$ cat config.mk
export PLATFORM = sky130hd
export DESIGN_NAME = pci_master_burst_write
export DESIGN_NICKNAME = d
export VERILOG_FILES = /design/src/pci_mw_pkg.sv /design/src/pci_master_burst_write.sv
export SDC_FILE = /design/constraint.sdc
export NUM_CORES = 1
export LEC_CHECK = 0
export ABC_AREA = 0
export BUFFER_PORTS_ARGS = -buffer_cell sky130_fd_sc_hd__buf_2
export CAP_MARGIN = 20
export CORE_MARGIN = 4
export CORE_UTILIZATION = 25
export CTS_BUF_LIST = sky130_fd_sc_hd__clkbuf_8
export DETAILED_ROUTE_END_ITERATION = 7
export GPL_ROUTABILITY_DRIVEN = 0
export SLEW_MARGIN = 10
export SYNTH_ARGS = -nofsm -noshare
export SYNTH_HDL_FRONTEND = slang
export SYNTH_HIERARCHICAL = 1
export SYNTH_SLANG_ARGS = --single-unit
$ cat constraint.sdc
create_clock -name clock -period 8.6 [get_ports clock]
set_input_delay 0.86 -clock clock [delete_from_list [all_inputs] [get_ports clock]]
set_output_delay 0.86 -clock clock [all_outputs]
set_load 0.02 [all_outputs]
$ cat src/pci_mw_pkg.sv
// Constants, field layout and state type of the burst write master
// Assumes a single 25 MHz clock and a zero-wait APB register port
package pci_mw_pkg;
	// --------------------------------------------------------------
	// Widths and depths
	// --------------------------------------------------------------
	localparam int DATA_W = 64;
	localparam int HALF_W = 32;
	localparam int BE_W = 8;
	localparam int FIFO_DEPTH = 8;
	localparam int FIFO_W = DATA_W + 1;
	localparam int LEVEL_W = 4;
	localparam logic [LEVEL_W-1:0] FILL_LIMIT = 4'h6;
	localparam int TSR_W = 10;
	// --------------------------------------------------------------
	// Status bit positions
	// --------------------------------------------------------------
	localparam int TSR_ADDR = 2;
	localparam int TSR_DATA = 3;
	localparam int TSR_PHASE_OK = 8;
	localparam int TSR_WIDE = 9;
	// --------------------------------------------------------------
	// Register map
	// --------------------------------------------------------------
	localparam int APB_AW = 12;
	localparam logic [APB_AW-1:0] OFF_CTRL = 12'h000;
	localparam logic [APB_AW-1:0] OFF_ADDR = 12'h004;
	localparam logic [APB_AW-1:0] OFF_STATUS = 12'h008;
	localparam int CTRL_START = 0;
	localparam int CTRL_CMD_LSB = 4;
	localparam int CTRL_BE_LSB = 8;
	localparam int STAT_BUSY = 16;
	localparam logic [31:0] CTRL_RESET = 32'h0000_0070;
	localparam logic [31:0] ADDR_RESET = 32'h0000_0000;
	// --------------------------------------------------------------
	// Bus sequencer states
	// --------------------------------------------------------------
	typedef enum logic [2:0] {ST_IDLE, ST_ADDR, ST_DATA, ST_END} bus_state_e;
endpackage

$ cat src/pci_master_burst_write.sv
// Burst memory write master: local word intake, FIFO, PCI data phases
// Assumes pins synchronous to clock; the bench leaves outputs and enables unresolved
//
// The implementer's own choices: the placing of the registers and register access over APB.
`timescale 1ns/1ps

// --------------------------------------------------------------
// Word FIFO
// --------------------------------------------------------------
module word_fifo #(
	parameter int W = 65,
	parameter int D = 8
)(
	input wire logic clock,
	input wire logic rst_n,
	input wire logic in_valid,
	input wire logic [W-1:0] in_data,
	output logic in_ready,
	output logic out_valid,
	input wire logic out_ready,
	output logic [W-1:0] out_data,
	output logic [$clog2(D+1)-1:0] level
);
	localparam int AW = $clog2(D);
	logic [W-1:0] mem [D];
	logic [AW-1:0] wr_r;
	logic [AW-1:0] rd_r;
	logic [$clog2(D+1)-1:0] count_r;
	logic push;
	logic pop;

	assign in_ready = (count_r != D[$clog2(D+1)-1:0]);
	assign out_valid = (count_r != '0);
	assign out_data = mem[rd_r];
	assign level = count_r;
	assign push = in_valid & in_ready;
	assign pop = out_valid & out_ready;

	always_ff @(posedge clock)
	begin
		if (push)
			mem[wr_r] <= in_data;
	end

	always_ff @(posedge clock)
	begin
		if (!rst_n)
		begin
			wr_r <= '0;
			rd_r <= '0;
			count_r <= '0;
		end
		else
		begin
			if (push)
				wr_r <= (wr_r == AW'(D - 1)) ? '0 : wr_r + 1'b1;
			if (pop)
				rd_r <= (rd_r == AW'(D - 1)) ? '0 : rd_r + 1'b1;
			if (push && !pop)
				count_r <= count_r + 1'b1;
			else if (pop && !push)
				count_r <= count_r - 1'b1;
		end
	end
endmodule

// --------------------------------------------------------------
// Top
// --------------------------------------------------------------
module pci_master_burst_write (
	input wire logic clock,
	input wire logic rst_n,
	input wire logic psel,
	input wire logic penable,
	input wire logic pwrite,
	input wire logic [pci_mw_pkg::APB_AW-1:0] paddr,
	input wire logic [31:0] pwdata,
	output logic [31:0] prdata,
	output logic pready,
	output logic pslverr,
	input wire logic local_master_ready_n,
	input wire logic local_final_phase_n,
	input wire logic local_narrow_request_n,
	input wire logic [pci_mw_pkg::DATA_W-1:0] l_adi,
	output logic local_master_ack_n,
	output logic local_word_transfer_n,
	output logic local_low_data_ack_n,
	output logic local_high_data_ack_n,
	output logic [pci_mw_pkg::TSR_W-1:0] master_transaction_status,
	input wire logic trdy_n,
	input wire logic devsel_n,
	input wire logic ack64_n,
	output logic frame_n_out,
	output logic frame_n_oe,
	output logic req64_n_out,
	output logic req64_n_oe,
	output logic irdy_n_out,
	output logic irdy_n_oe,
	output logic [pci_mw_pkg::DATA_W-1:0] ad_out,
	output logic ad_oe,
	output logic [pci_mw_pkg::BE_W-1:0] cben_out,
	output logic cben_oe
);
	import pci_mw_pkg::*;

	bus_state_e state_r;
	logic [31:0] ctrl_r;
	logic [31:0] addr_r;
	logic [31:0] prdata_r;
	logic pready_r;
	logic pslverr_r;
	logic ack_n_r;
	logic xfer_n_r;
	logic high_ack_n_r;
	logic open_r;
	logic wide_r;
	logic [TSR_W-1:0] tsr_r;
	logic frame_n_r;
	logic frame_oe_r;
	logic req64_n_r;
	logic req64_oe_r;
	logic irdy_n_r;
	logic irdy_oe_r;
	logic [DATA_W-1:0] ad_r;
	logic ad_oe_r;
	logic [BE_W-1:0] cben_r;
	logic hold_valid_r;
	logic hold_last_r;
	logic devsel_ok_r;
	logic wr_en;
	logic start_go;
	logic last_take;
	logic open_nxt;
	logic ack_nxt;
	logic xfer_nxt;
	logic complete;
	logic load;
	logic hold_valid_nxt;
	logic hold_last_nxt;
	logic irdy_nxt;
	logic fifo_in_ready;
	logic fifo_out_valid;
	logic [FIFO_W-1:0] fifo_out;
	logic [LEVEL_W-1:0] fifo_level;

	assign prdata = prdata_r;
	assign pready = pready_r;
	assign pslverr = pslverr_r;
	assign local_master_ack_n = ack_n_r;
	assign local_word_transfer_n = xfer_n_r;
	assign local_low_data_ack_n = xfer_n_r;
	assign local_high_data_ack_n = high_ack_n_r;
	assign master_transaction_status = tsr_r;
	assign frame_n_out = frame_n_r;
	assign frame_n_oe = frame_oe_r;
	assign req64_n_out = req64_n_r;
	assign req64_n_oe = req64_oe_r;
	assign irdy_n_out = irdy_n_r;
	assign irdy_n_oe = irdy_oe_r;
	assign ad_out = ad_r;
	assign ad_oe = ad_oe_r;
	assign cben_out = cben_r;
	assign cben_oe = ad_oe_r;

	// --------------------------------------------------------------
	// APB slave, one wait-free access phase
	// --------------------------------------------------------------
	assign wr_en = psel & penable & pwrite & pready_r;
	assign start_go = wr_en & (paddr == OFF_CTRL) & pwdata[CTRL_START] & (state_r == ST_IDLE);

	always_ff @(posedge clock)
	begin
		if (!rst_n)
		begin
			pready_r <= 1'b0;
			pslverr_r <= 1'b0;
			prdata_r <= 32'h0000_0000;
		end
		else
		begin
			pready_r <= psel & ~penable;
			pslverr_r <= psel & ~penable & (paddr != OFF_CTRL) & (paddr != OFF_ADDR)
				& (paddr != OFF_STATUS);
			prdata_r <= 32'h0000_0000;
			if (psel && !penable && !pwrite)
			begin
				case (paddr)
					OFF_CTRL: prdata_r <= ctrl_r;
					OFF_ADDR: prdata_r <= addr_r;
					OFF_STATUS: prdata_r <= {15'h0000, state_r != ST_IDLE, 6'h00, tsr_r};
					default: prdata_r <= 32'h0000_0000;
				endcase
			end
		end
	end

	always_ff @(posedge clock)
	begin
		if (!rst_n)
		begin
			ctrl_r <= CTRL_RESET;
			addr_r <= ADDR_RESET;
		end
		else if (wr_en)
		begin
			if (paddr == OFF_CTRL)
				ctrl_r <= {16'h0000, pwdata[15:1], 1'b0};
			if (paddr == OFF_ADDR)
				addr_r <= pwdata;
		end
	end

	// --------------------------------------------------------------
	// Local side intake
	// --------------------------------------------------------------
	always_comb
	begin
		last_take = ~xfer_n_r & ~local_final_phase_n;
		open_nxt = open_r;
		if (start_go)
			open_nxt = 1'b1;
		else if (last_take)
			open_nxt = 1'b0;
		ack_nxt = open_nxt & fifo_in_ready & (fifo_level < FILL_LIMIT);
		xfer_nxt = ack_nxt & ~local_master_ready_n;
	end

	always_ff @(posedge clock)
	begin
		if (!rst_n)
		begin
			open_r <= 1'b0;
			ack_n_r <= 1'b1;
			xfer_n_r <= 1'b1;
			high_ack_n_r <= 1'b1;
			wide_r <= 1'b0;
		end
		else
		begin
			open_r <= open_nxt;
			ack_n_r <= ~ack_nxt;
			xfer_n_r <= ~xfer_nxt;
			high_ack_n_r <= ~(xfer_nxt & (start_go ? local_narrow_request_n : wide_r));
			if (start_go)
				wide_r <= local_narrow_request_n;
		end
	end

	word_fifo #(.W(FIFO_W), .D(FIFO_DEPTH)) fifo_i (
		.clock(clock),
		.rst_n(rst_n),
		.in_valid(~xfer_n_r),
		.in_data({~local_final_phase_n, l_adi}),
		.in_ready(fifo_in_ready),
		.out_valid(fifo_out_valid),
		.out_ready(load),
		.out_data(fifo_out),
		.level(fifo_level)
	);

	// --------------------------------------------------------------
	// PCI data phases
	// --------------------------------------------------------------
	always_comb
	begin
		complete = (state_r == ST_DATA) & ~irdy_n_r & ~trdy_n;
		load = fifo_out_valid & (~hold_valid_r | complete)
			& ((state_r == ST_ADDR) | (state_r == ST_DATA));
		hold_valid_nxt = load | (hold_valid_r & ~complete);
		hold_last_nxt = load ? fifo_out[DATA_W] : hold_last_r;
		irdy_nxt = (state_r == ST_DATA) & hold_valid_nxt & (devsel_ok_r | ~devsel_n);
	end

	always_ff @(posedge clock)
	begin
		if (!rst_n)
		begin
			state_r <= ST_IDLE;
			hold_valid_r <= 1'b0;
			hold_last_r <= 1'b0;
			devsel_ok_r <= 1'b0;
			frame_n_r <= 1'b1;
			frame_oe_r <= 1'b0;
			req64_n_r <= 1'b1;
			req64_oe_r <= 1'b0;
			irdy_n_r <= 1'b1;
			irdy_oe_r <= 1'b0;
			ad_r <= '0;
			ad_oe_r <= 1'b0;
			cben_r <= '0;
		end
		else
		begin
			case (state_r)
				ST_IDLE:
				begin
					irdy_oe_r <= 1'b0;
					ad_oe_r <= 1'b0;
					hold_valid_r <= 1'b0;
					hold_last_r <= 1'b0;
					devsel_ok_r <= 1'b0;
					if (start_go)
					begin
						state_r <= ST_ADDR;
						frame_n_r <= 1'b0;
						frame_oe_r <= 1'b1;
						req64_n_r <= ~local_narrow_request_n;
						req64_oe_r <= local_narrow_request_n;
						irdy_n_r <= 1'b1;
						irdy_oe_r <= 1'b1;
						ad_r <= {32'h0000_0000, addr_r};
						ad_oe_r <= 1'b1;
						cben_r <= {4'h0, ctrl_r[CTRL_CMD_LSB +: 4]};
					end
				end
				ST_ADDR, ST_DATA:
				begin
					state_r <= ST_DATA;
					hold_valid_r <= hold_valid_nxt;
					hold_last_r <= hold_last_nxt;
					if (state_r == ST_DATA && !devsel_n)
						devsel_ok_r <= 1'b1;
					cben_r <= ctrl_r[CTRL_BE_LSB +: BE_W] | {{4{~wide_r}}, 4'h0};
					if (load)
						ad_r <= wide_r ? fifo_out[DATA_W-1:0]
							: {32'h0000_0000, fifo_out[HALF_W-1:0]};
					irdy_n_r <= ~irdy_nxt;
					if (irdy_nxt && hold_last_nxt)
					begin
						frame_n_r <= 1'b1;
						req64_n_r <= 1'b1;
					end
					if (complete && hold_last_r)
					begin
						state_r <= ST_END;
						irdy_n_r <= 1'b1;
						frame_oe_r <= 1'b0;
						req64_oe_r <= 1'b0;
						ad_oe_r <= 1'b0;
					end
				end
				ST_END:
				begin
					state_r <= ST_IDLE;
					irdy_oe_r <= 1'b0;
				end
				default: state_r <= ST_IDLE;
			endcase
		end
	end

	// --------------------------------------------------------------
	// Transaction status
	// --------------------------------------------------------------
	always_ff @(posedge clock)
	begin
		if (!rst_n)
			tsr_r <= '0;
		else
		begin
			tsr_r[TSR_ADDR] <= start_go;
			tsr_r[TSR_PHASE_OK] <= complete;
			if (state_r == ST_ADDR)
				tsr_r[TSR_DATA] <= 1'b1;
			else if (state_r == ST_END)
				tsr_r[TSR_DATA] <= 1'b0;
			if (start_go)
				tsr_r[TSR_WIDE] <= 1'b0;
			else if (state_r == ST_DATA && wide_r && !devsel_n && !ack64_n)
				tsr_r[TSR_WIDE] <= 1'b1;
		end
	end
endmodule

==> impl_metrics.prom <==
# TYPE chip_impl_metric gauge
chip_impl_metric{name="power.sequential.fraction",unit="%"} 54.0
chip_impl_metric{name="drc_errors",unit=""} 0
chip_impl_info{name="crit_top_cell",value="a2111oi_0"} 1
chip_impl_metric{name="vdd.ir_drop.worst",unit="µV"} 108
chip_impl_metric{name="count_of_endpoints_failing_hold_in_the_final_timing_report",unit=""} 0
chip_impl_metric{name="syn-mean-instance-area",unit="µm²"} 16.7
chip_impl_metric{name="timing.critical_path.slowest_cell_delay",unit="ps"} 950
chip_impl_metric{name="numPortBuffers",unit=""} 240
chip_impl_metric{name="clk_latency",unit="ps"} 770
chip_impl_metric{name="synth_edf_count",unit=""} 520
chip_impl_metric{name="synth.lib_cells_used.distinct",unit=""} 52
chip_impl_metric{name="finalNetCount",unit=""} 2066
chip_impl_info{name="global_route.peak_usage_layer",value="met2"} 1
chip_impl_metric{name="period_needed",unit="ps"} 3590
chip_impl_metric{name="drv_slew",unit=""} 0
chip_impl_metric{name="maximum_number_of_pins_on_one_net_before_global_route_repair",unit=""} 79
chip_impl_metric{name="initial_utilization",unit="%"} 25.2
chip_impl_metric{name="synth.yosys.warnings",unit=""} 6
chip_impl_metric{name="htree_num_levels",unit=""} 3
chip_impl_metric{name="clk_slew_on_worst_s_h_paths",unit="ps"} 70
chip_impl_metric{name="grt_antenna_before_repair",unit=""} 24
chip_impl_info{name="ys.flop_type",value="edfxtp_1"} 1
chip_impl_metric{name="globalRouteMet3Util",unit="%"} 3.60
chip_impl_metric{name="dr_total_vias",unit=""} 15300
chip_impl_metric{name="die_h",unit="µm"} 340
chip_impl_metric{name="nFillCells",unit=""} 10800
chip_impl_metric{name="design.portCount",unit=""} 247
chip_impl_metric{name="rows",unit=""} 121
chip_impl_info{name="cts_tree",value="built"} 1
chip_impl_metric{name="netSwitchingPower",unit="mW"} 1.48
chip_impl_metric{name="place.detailed.hpwl",unit="mm"} 44.0
chip_impl_info{name="path_class",value="reg -> reg"} 1
chip_impl_metric{name="synth.cell_area",unit="µm²"} 27500
chip_impl_metric{name="wl_per_cell",unit="µm"} 21.1
chip_impl_info{name="start_kind",value="flop"} 1
chip_impl_metric{name="design.core.area",unit="µm²"} 109000
chip_impl_metric{name="use_met1",unit="%"} 15.6
chip_impl_metric{name="first_drt_pass_iteration_count",unit=""} 5
chip_impl_info{name="run_status",value="finished clean"} 1
chip_impl_metric{name="area.sequential",unit="µm²"} 19400
chip_impl_metric{name="cap_viol_max_count",unit=""} 0
chip_impl_metric{name="layout-drive-gt1-share",unit="%"} 33.6
chip_impl_metric{name="final_antenna_net_count",unit=""} 0
chip_impl_metric{name="multi_input_logic_area",unit="µm²"} 7620
chip_impl_metric{name="preCtsSetupSlack",unit="ps"} 4730
chip_impl_metric{name="gr-total-overflow",unit=""} 0
chip_impl_metric{name="postCtsHoldBufs",unit=""} 0
chip_impl_metric{name="clock-skew-final",unit="ps"} 46.5
chip_impl_metric{name="post-route-worst-setup-slack",unit="ps"} 5010
chip_impl_metric{name="first_global_vias",unit=""} 16200
chip_impl_metric{name="tightestPinTransition",unit="ps"} 1060
chip_impl_metric{name="setup_viol_count_final",unit=""} 0
chip_impl_metric{name="post_dr_vias_cell",unit=""} 4.40
chip_impl_info{name="worstSetupEndpointType",value="flop"} 1
chip_impl_metric{name="power.share.switching",unit="%"} 21.8
chip_impl_metric{name="dieWidth",unit="µm"} 340
chip_impl_info{name="timing.critical_path.slowest_stage_cell",value="dfxtp_4"} 1
chip_impl_metric{name="cellLeakagePower",unit="nW"} 11.4
chip_impl_metric{name="track_usage",unit="%"} 12.4
chip_impl_metric{name="timing.slew.headroom",unit="%"} 29.1
chip_impl_metric{name="internal_power_summed_over_all_cells",unit="mW"} 5.29
chip_impl_metric{name="yosysSeqAreaShare",unit="%"} 70.4
chip_impl_metric{name="path_max_fanout",unit=""} 46
chip_impl_metric{name="share_comb_of_total_power",unit="%"} 1.4
chip_impl_metric{name="number_of_sinks_on_the_clock_net",unit=""} 707
chip_impl_metric{name="numCtsBuffers",unit=""} 117
chip_impl_metric{name="grt.met2_usage",unit="%"} 20.5
chip_impl_info{name="clockRootBuffer",value="clkbuf_8"} 1
chip_impl_metric{name="first_pass_grt_wire_length",unit="mm"} 107
chip_impl_info{name="rsz0062_at_grt",value="no"} 1
chip_impl_metric{name="post_cts_buffers",unit=""} 0
chip_impl_metric{name="ys_seq_elements",unit=""} 707
chip_impl_metric{name="cts_buffer_depth",unit=""} 3
chip_impl_metric{name="detailed_place.area",unit="µm²"} 30200
chip_impl_metric{name="synthArstFlopShare",unit="%"} 0
chip_impl_metric{name="synthCells",unit=""} 1646
chip_impl_metric{name="timing.critical_path.required",unit="ps"} 9190
chip_impl_info{name="worstPathCellList",value="buf_4, mux4_2, mux2_2, nand3_1, a2111oi_0, a2111oi_0, o31ai_1"} 1
chip_impl_metric{name="fin_tns_setup",unit="ps"} 0
chip_impl_metric{name="areaGrowthSynthToFinish",unit="%"} 18.8
chip_impl_metric{name="power-per-cell-area",unit="nW/µm²"} 207
chip_impl_metric{name="drt_iter0_drc",unit=""} 964
chip_impl_metric{name="clock_power_share",unit="%"} 44.6
chip_impl_info{name="worstHoldStart",value="local_master_ready_n"} 1
chip_impl_metric{name="fp.dieArea",unit="µm²"} 115000
chip_impl_metric{name="route.final.wire_length",unit="mm"} 73.1
chip_impl_metric{name="postCtsResizedCells",unit=""} 0
chip_impl_metric{name="worst_ep_arrival_time",unit="ps"} 4170
chip_impl_metric{name="post-route-cell-area",unit="µm²"} 32700
chip_impl_metric{name="period_share",unit="%"} 41.7
chip_impl_info{name="hp-class",value="in -> reg"} 1
chip_impl_metric{name="max_freq",unit="GHz"} 0.279
metal layers:
metal	share of wire (%)	routed length [µm]
met2	48	35100
met4	2.5	1810
met5	0.16	115
met3	6.5	4720
met1	43	31300
final timing paths:
kind,end,slack [ps],cells after the start
min,local_low_data_ack_n$_SDFF_PN1_,330,3
max,req64_n_out$_SDFFE_PN1P_,5010,7
min reg2reg,ad_out[14]$_SDFFE_PN0P_,460,2
max reg2reg,req64_n_out$_SDFFE_PN1P_,5010,7
layout by cell type, fill, tap and decap left out, drive strengths merged, types with 3 or more instances in the layout:
cell      synthesis  final
bufinv            0      9
o211ai            3      3
nand2           258    258
mux2i           110    110
ha               12     12
conb              1      6
buf              43    267
diode             0     12
o32ai             4      4
or4               6      6
a31oi             5      5
and2              4      4
dfxtp           187    187
nor2             44     44
or3               3      3
clkinv            0     57
clkinvlp          0      6
a211oi            8      8
mux2            102    102
o21ai            10     10
a21boi            7      7
a22oi            11     11
inv              20     49
mux4            130    130
nand3             6      6
nand3b            3      3
nor2b             7      7
nor3              6      6
a21oi            28     28
clkbuf           60    123
nor4              4      4
nand2b            3      3
and3             17     17
edfxtp          520    520
synth_stat cells (2+ instances only):
cell type | number | area [µm²]
nand3b_1 | 3 | 22.5
ha_1 | 12 | 150
o32ai_1 | 4 | 35.0
or4_1 | 6 | 45.0
a21boi_0 | 4 | 30.0
nor2b_1 | 7 | 43.8
inv_1 | 19 | 71.3
o211ai_1 | 3 | 22.5
nand4_1 | 2 | 12.5
mux4_2 | 130 | 2930
nor2_1 | 44 | 165
clkbuf_1 | 60 | 225
buf_4 | 9 | 67.6
a22oi_1 | 11 | 82.6
or3_1 | 3 | 18.8
a2111oi_0 | 2 | 17.5
o21a_1 | 2 | 15.0
buf_2 | 10 | 50.1
and2_1 | 4 | 25.0
nand2_1 | 258 | 968
mux2i_1 | 110 | 1100
a311o_1 | 2 | 20.0
edfxtp_1 | 520 | 15600
a31oi_1 | 5 | 31.3
o21ai_0 | 10 | 50.1
nor4_1 | 4 | 25.0
nand2b_1 | 3 | 18.8
a21boi_1 | 3 | 22.5
and4_1 | 2 | 17.5
buf_6 | 17 | 191
nor3b_1 | 2 | 15.0
a21oi_1 | 28 | 140
nand3_1 | 6 | 30.0
a211oi_1 | 8 | 60.1
mux2_2 | 102 | 1150
dfxtp_1 | 187 | 3740
xnor2_1 | 2 | 17.5
and3_1 | 17 | 106
buf_1 | 7 | 26.3
nor3_1 | 6 | 30.0
logic make-up after synthesis:
| kind of cell | share of synthesized area, % |
|---|---|
| and+or+nand+nor | 5.71 |
| xor gates and xnor gates | 0.0637 |
| adders and majority gates | 0.619 |
| AOI/OAI and AO/OA | 2.10 |
| DFF | 70.4 |
| buffers and inverters | 2.31 |
| muxes | 18.8 |
| other | 0.0136 |
layout make-up:
cell class	instances	area share [%]
inverter	20	0.230
sequential	707	59.3
tap	1414	5.41
clock inverter	101	2.20
timing repair buffer	267	4.31
antenna	12	0.0919
clock buffer	123	5.18
multi-input combinational	821	23.3
power groups by stage:
stage                     logic (mW)  clock network, mW  registers (mW)
after global placement        0.0899                  0            3.72
final                         0.0957               3.02            3.65
after detailed placement      0.0962                  0            3.72
after global routing           0.106               3.30            3.65
after CTS                     0.0965               3.14            3.65
after floorplan               0.0289                  0            3.73
worst max-delay path: cells and delay by family, from the launching register on:
family	cells	cell delay (ps)
DFF	1	950
and+or+nand+nor	1	90
AOI/OAI and AO/OA	3	590
buffers and inverters	1	840
muxes	2	910
through the flow:
step	cells	hold WS, ps	total power [mW]	util (%)
after floorplan	1651	431	3.76	-
after global placement	3229	440	3.81	27.7
after detailed placement	3229	450	3.82	27.7
after CTS	3453	218	6.89	30.0
after global routing	3455	271	7.06	30.0
final	3465	334	6.77	30.0
sequential cells by signal (all words and copies together), names as in the netlist, 2 cells and up, named ones only:
signal,count
master_transaction_status,4
fifo_i/wr_r,3
fifo_i/rd_r,3
prdata,32
fifo_i/mem,520
ctrl_r,15
fifo_i/level,4
cben_out,8
addr_r,32
ad_out,64
state_r,2
Note: power is estimated with default switching activity, not from simulation.
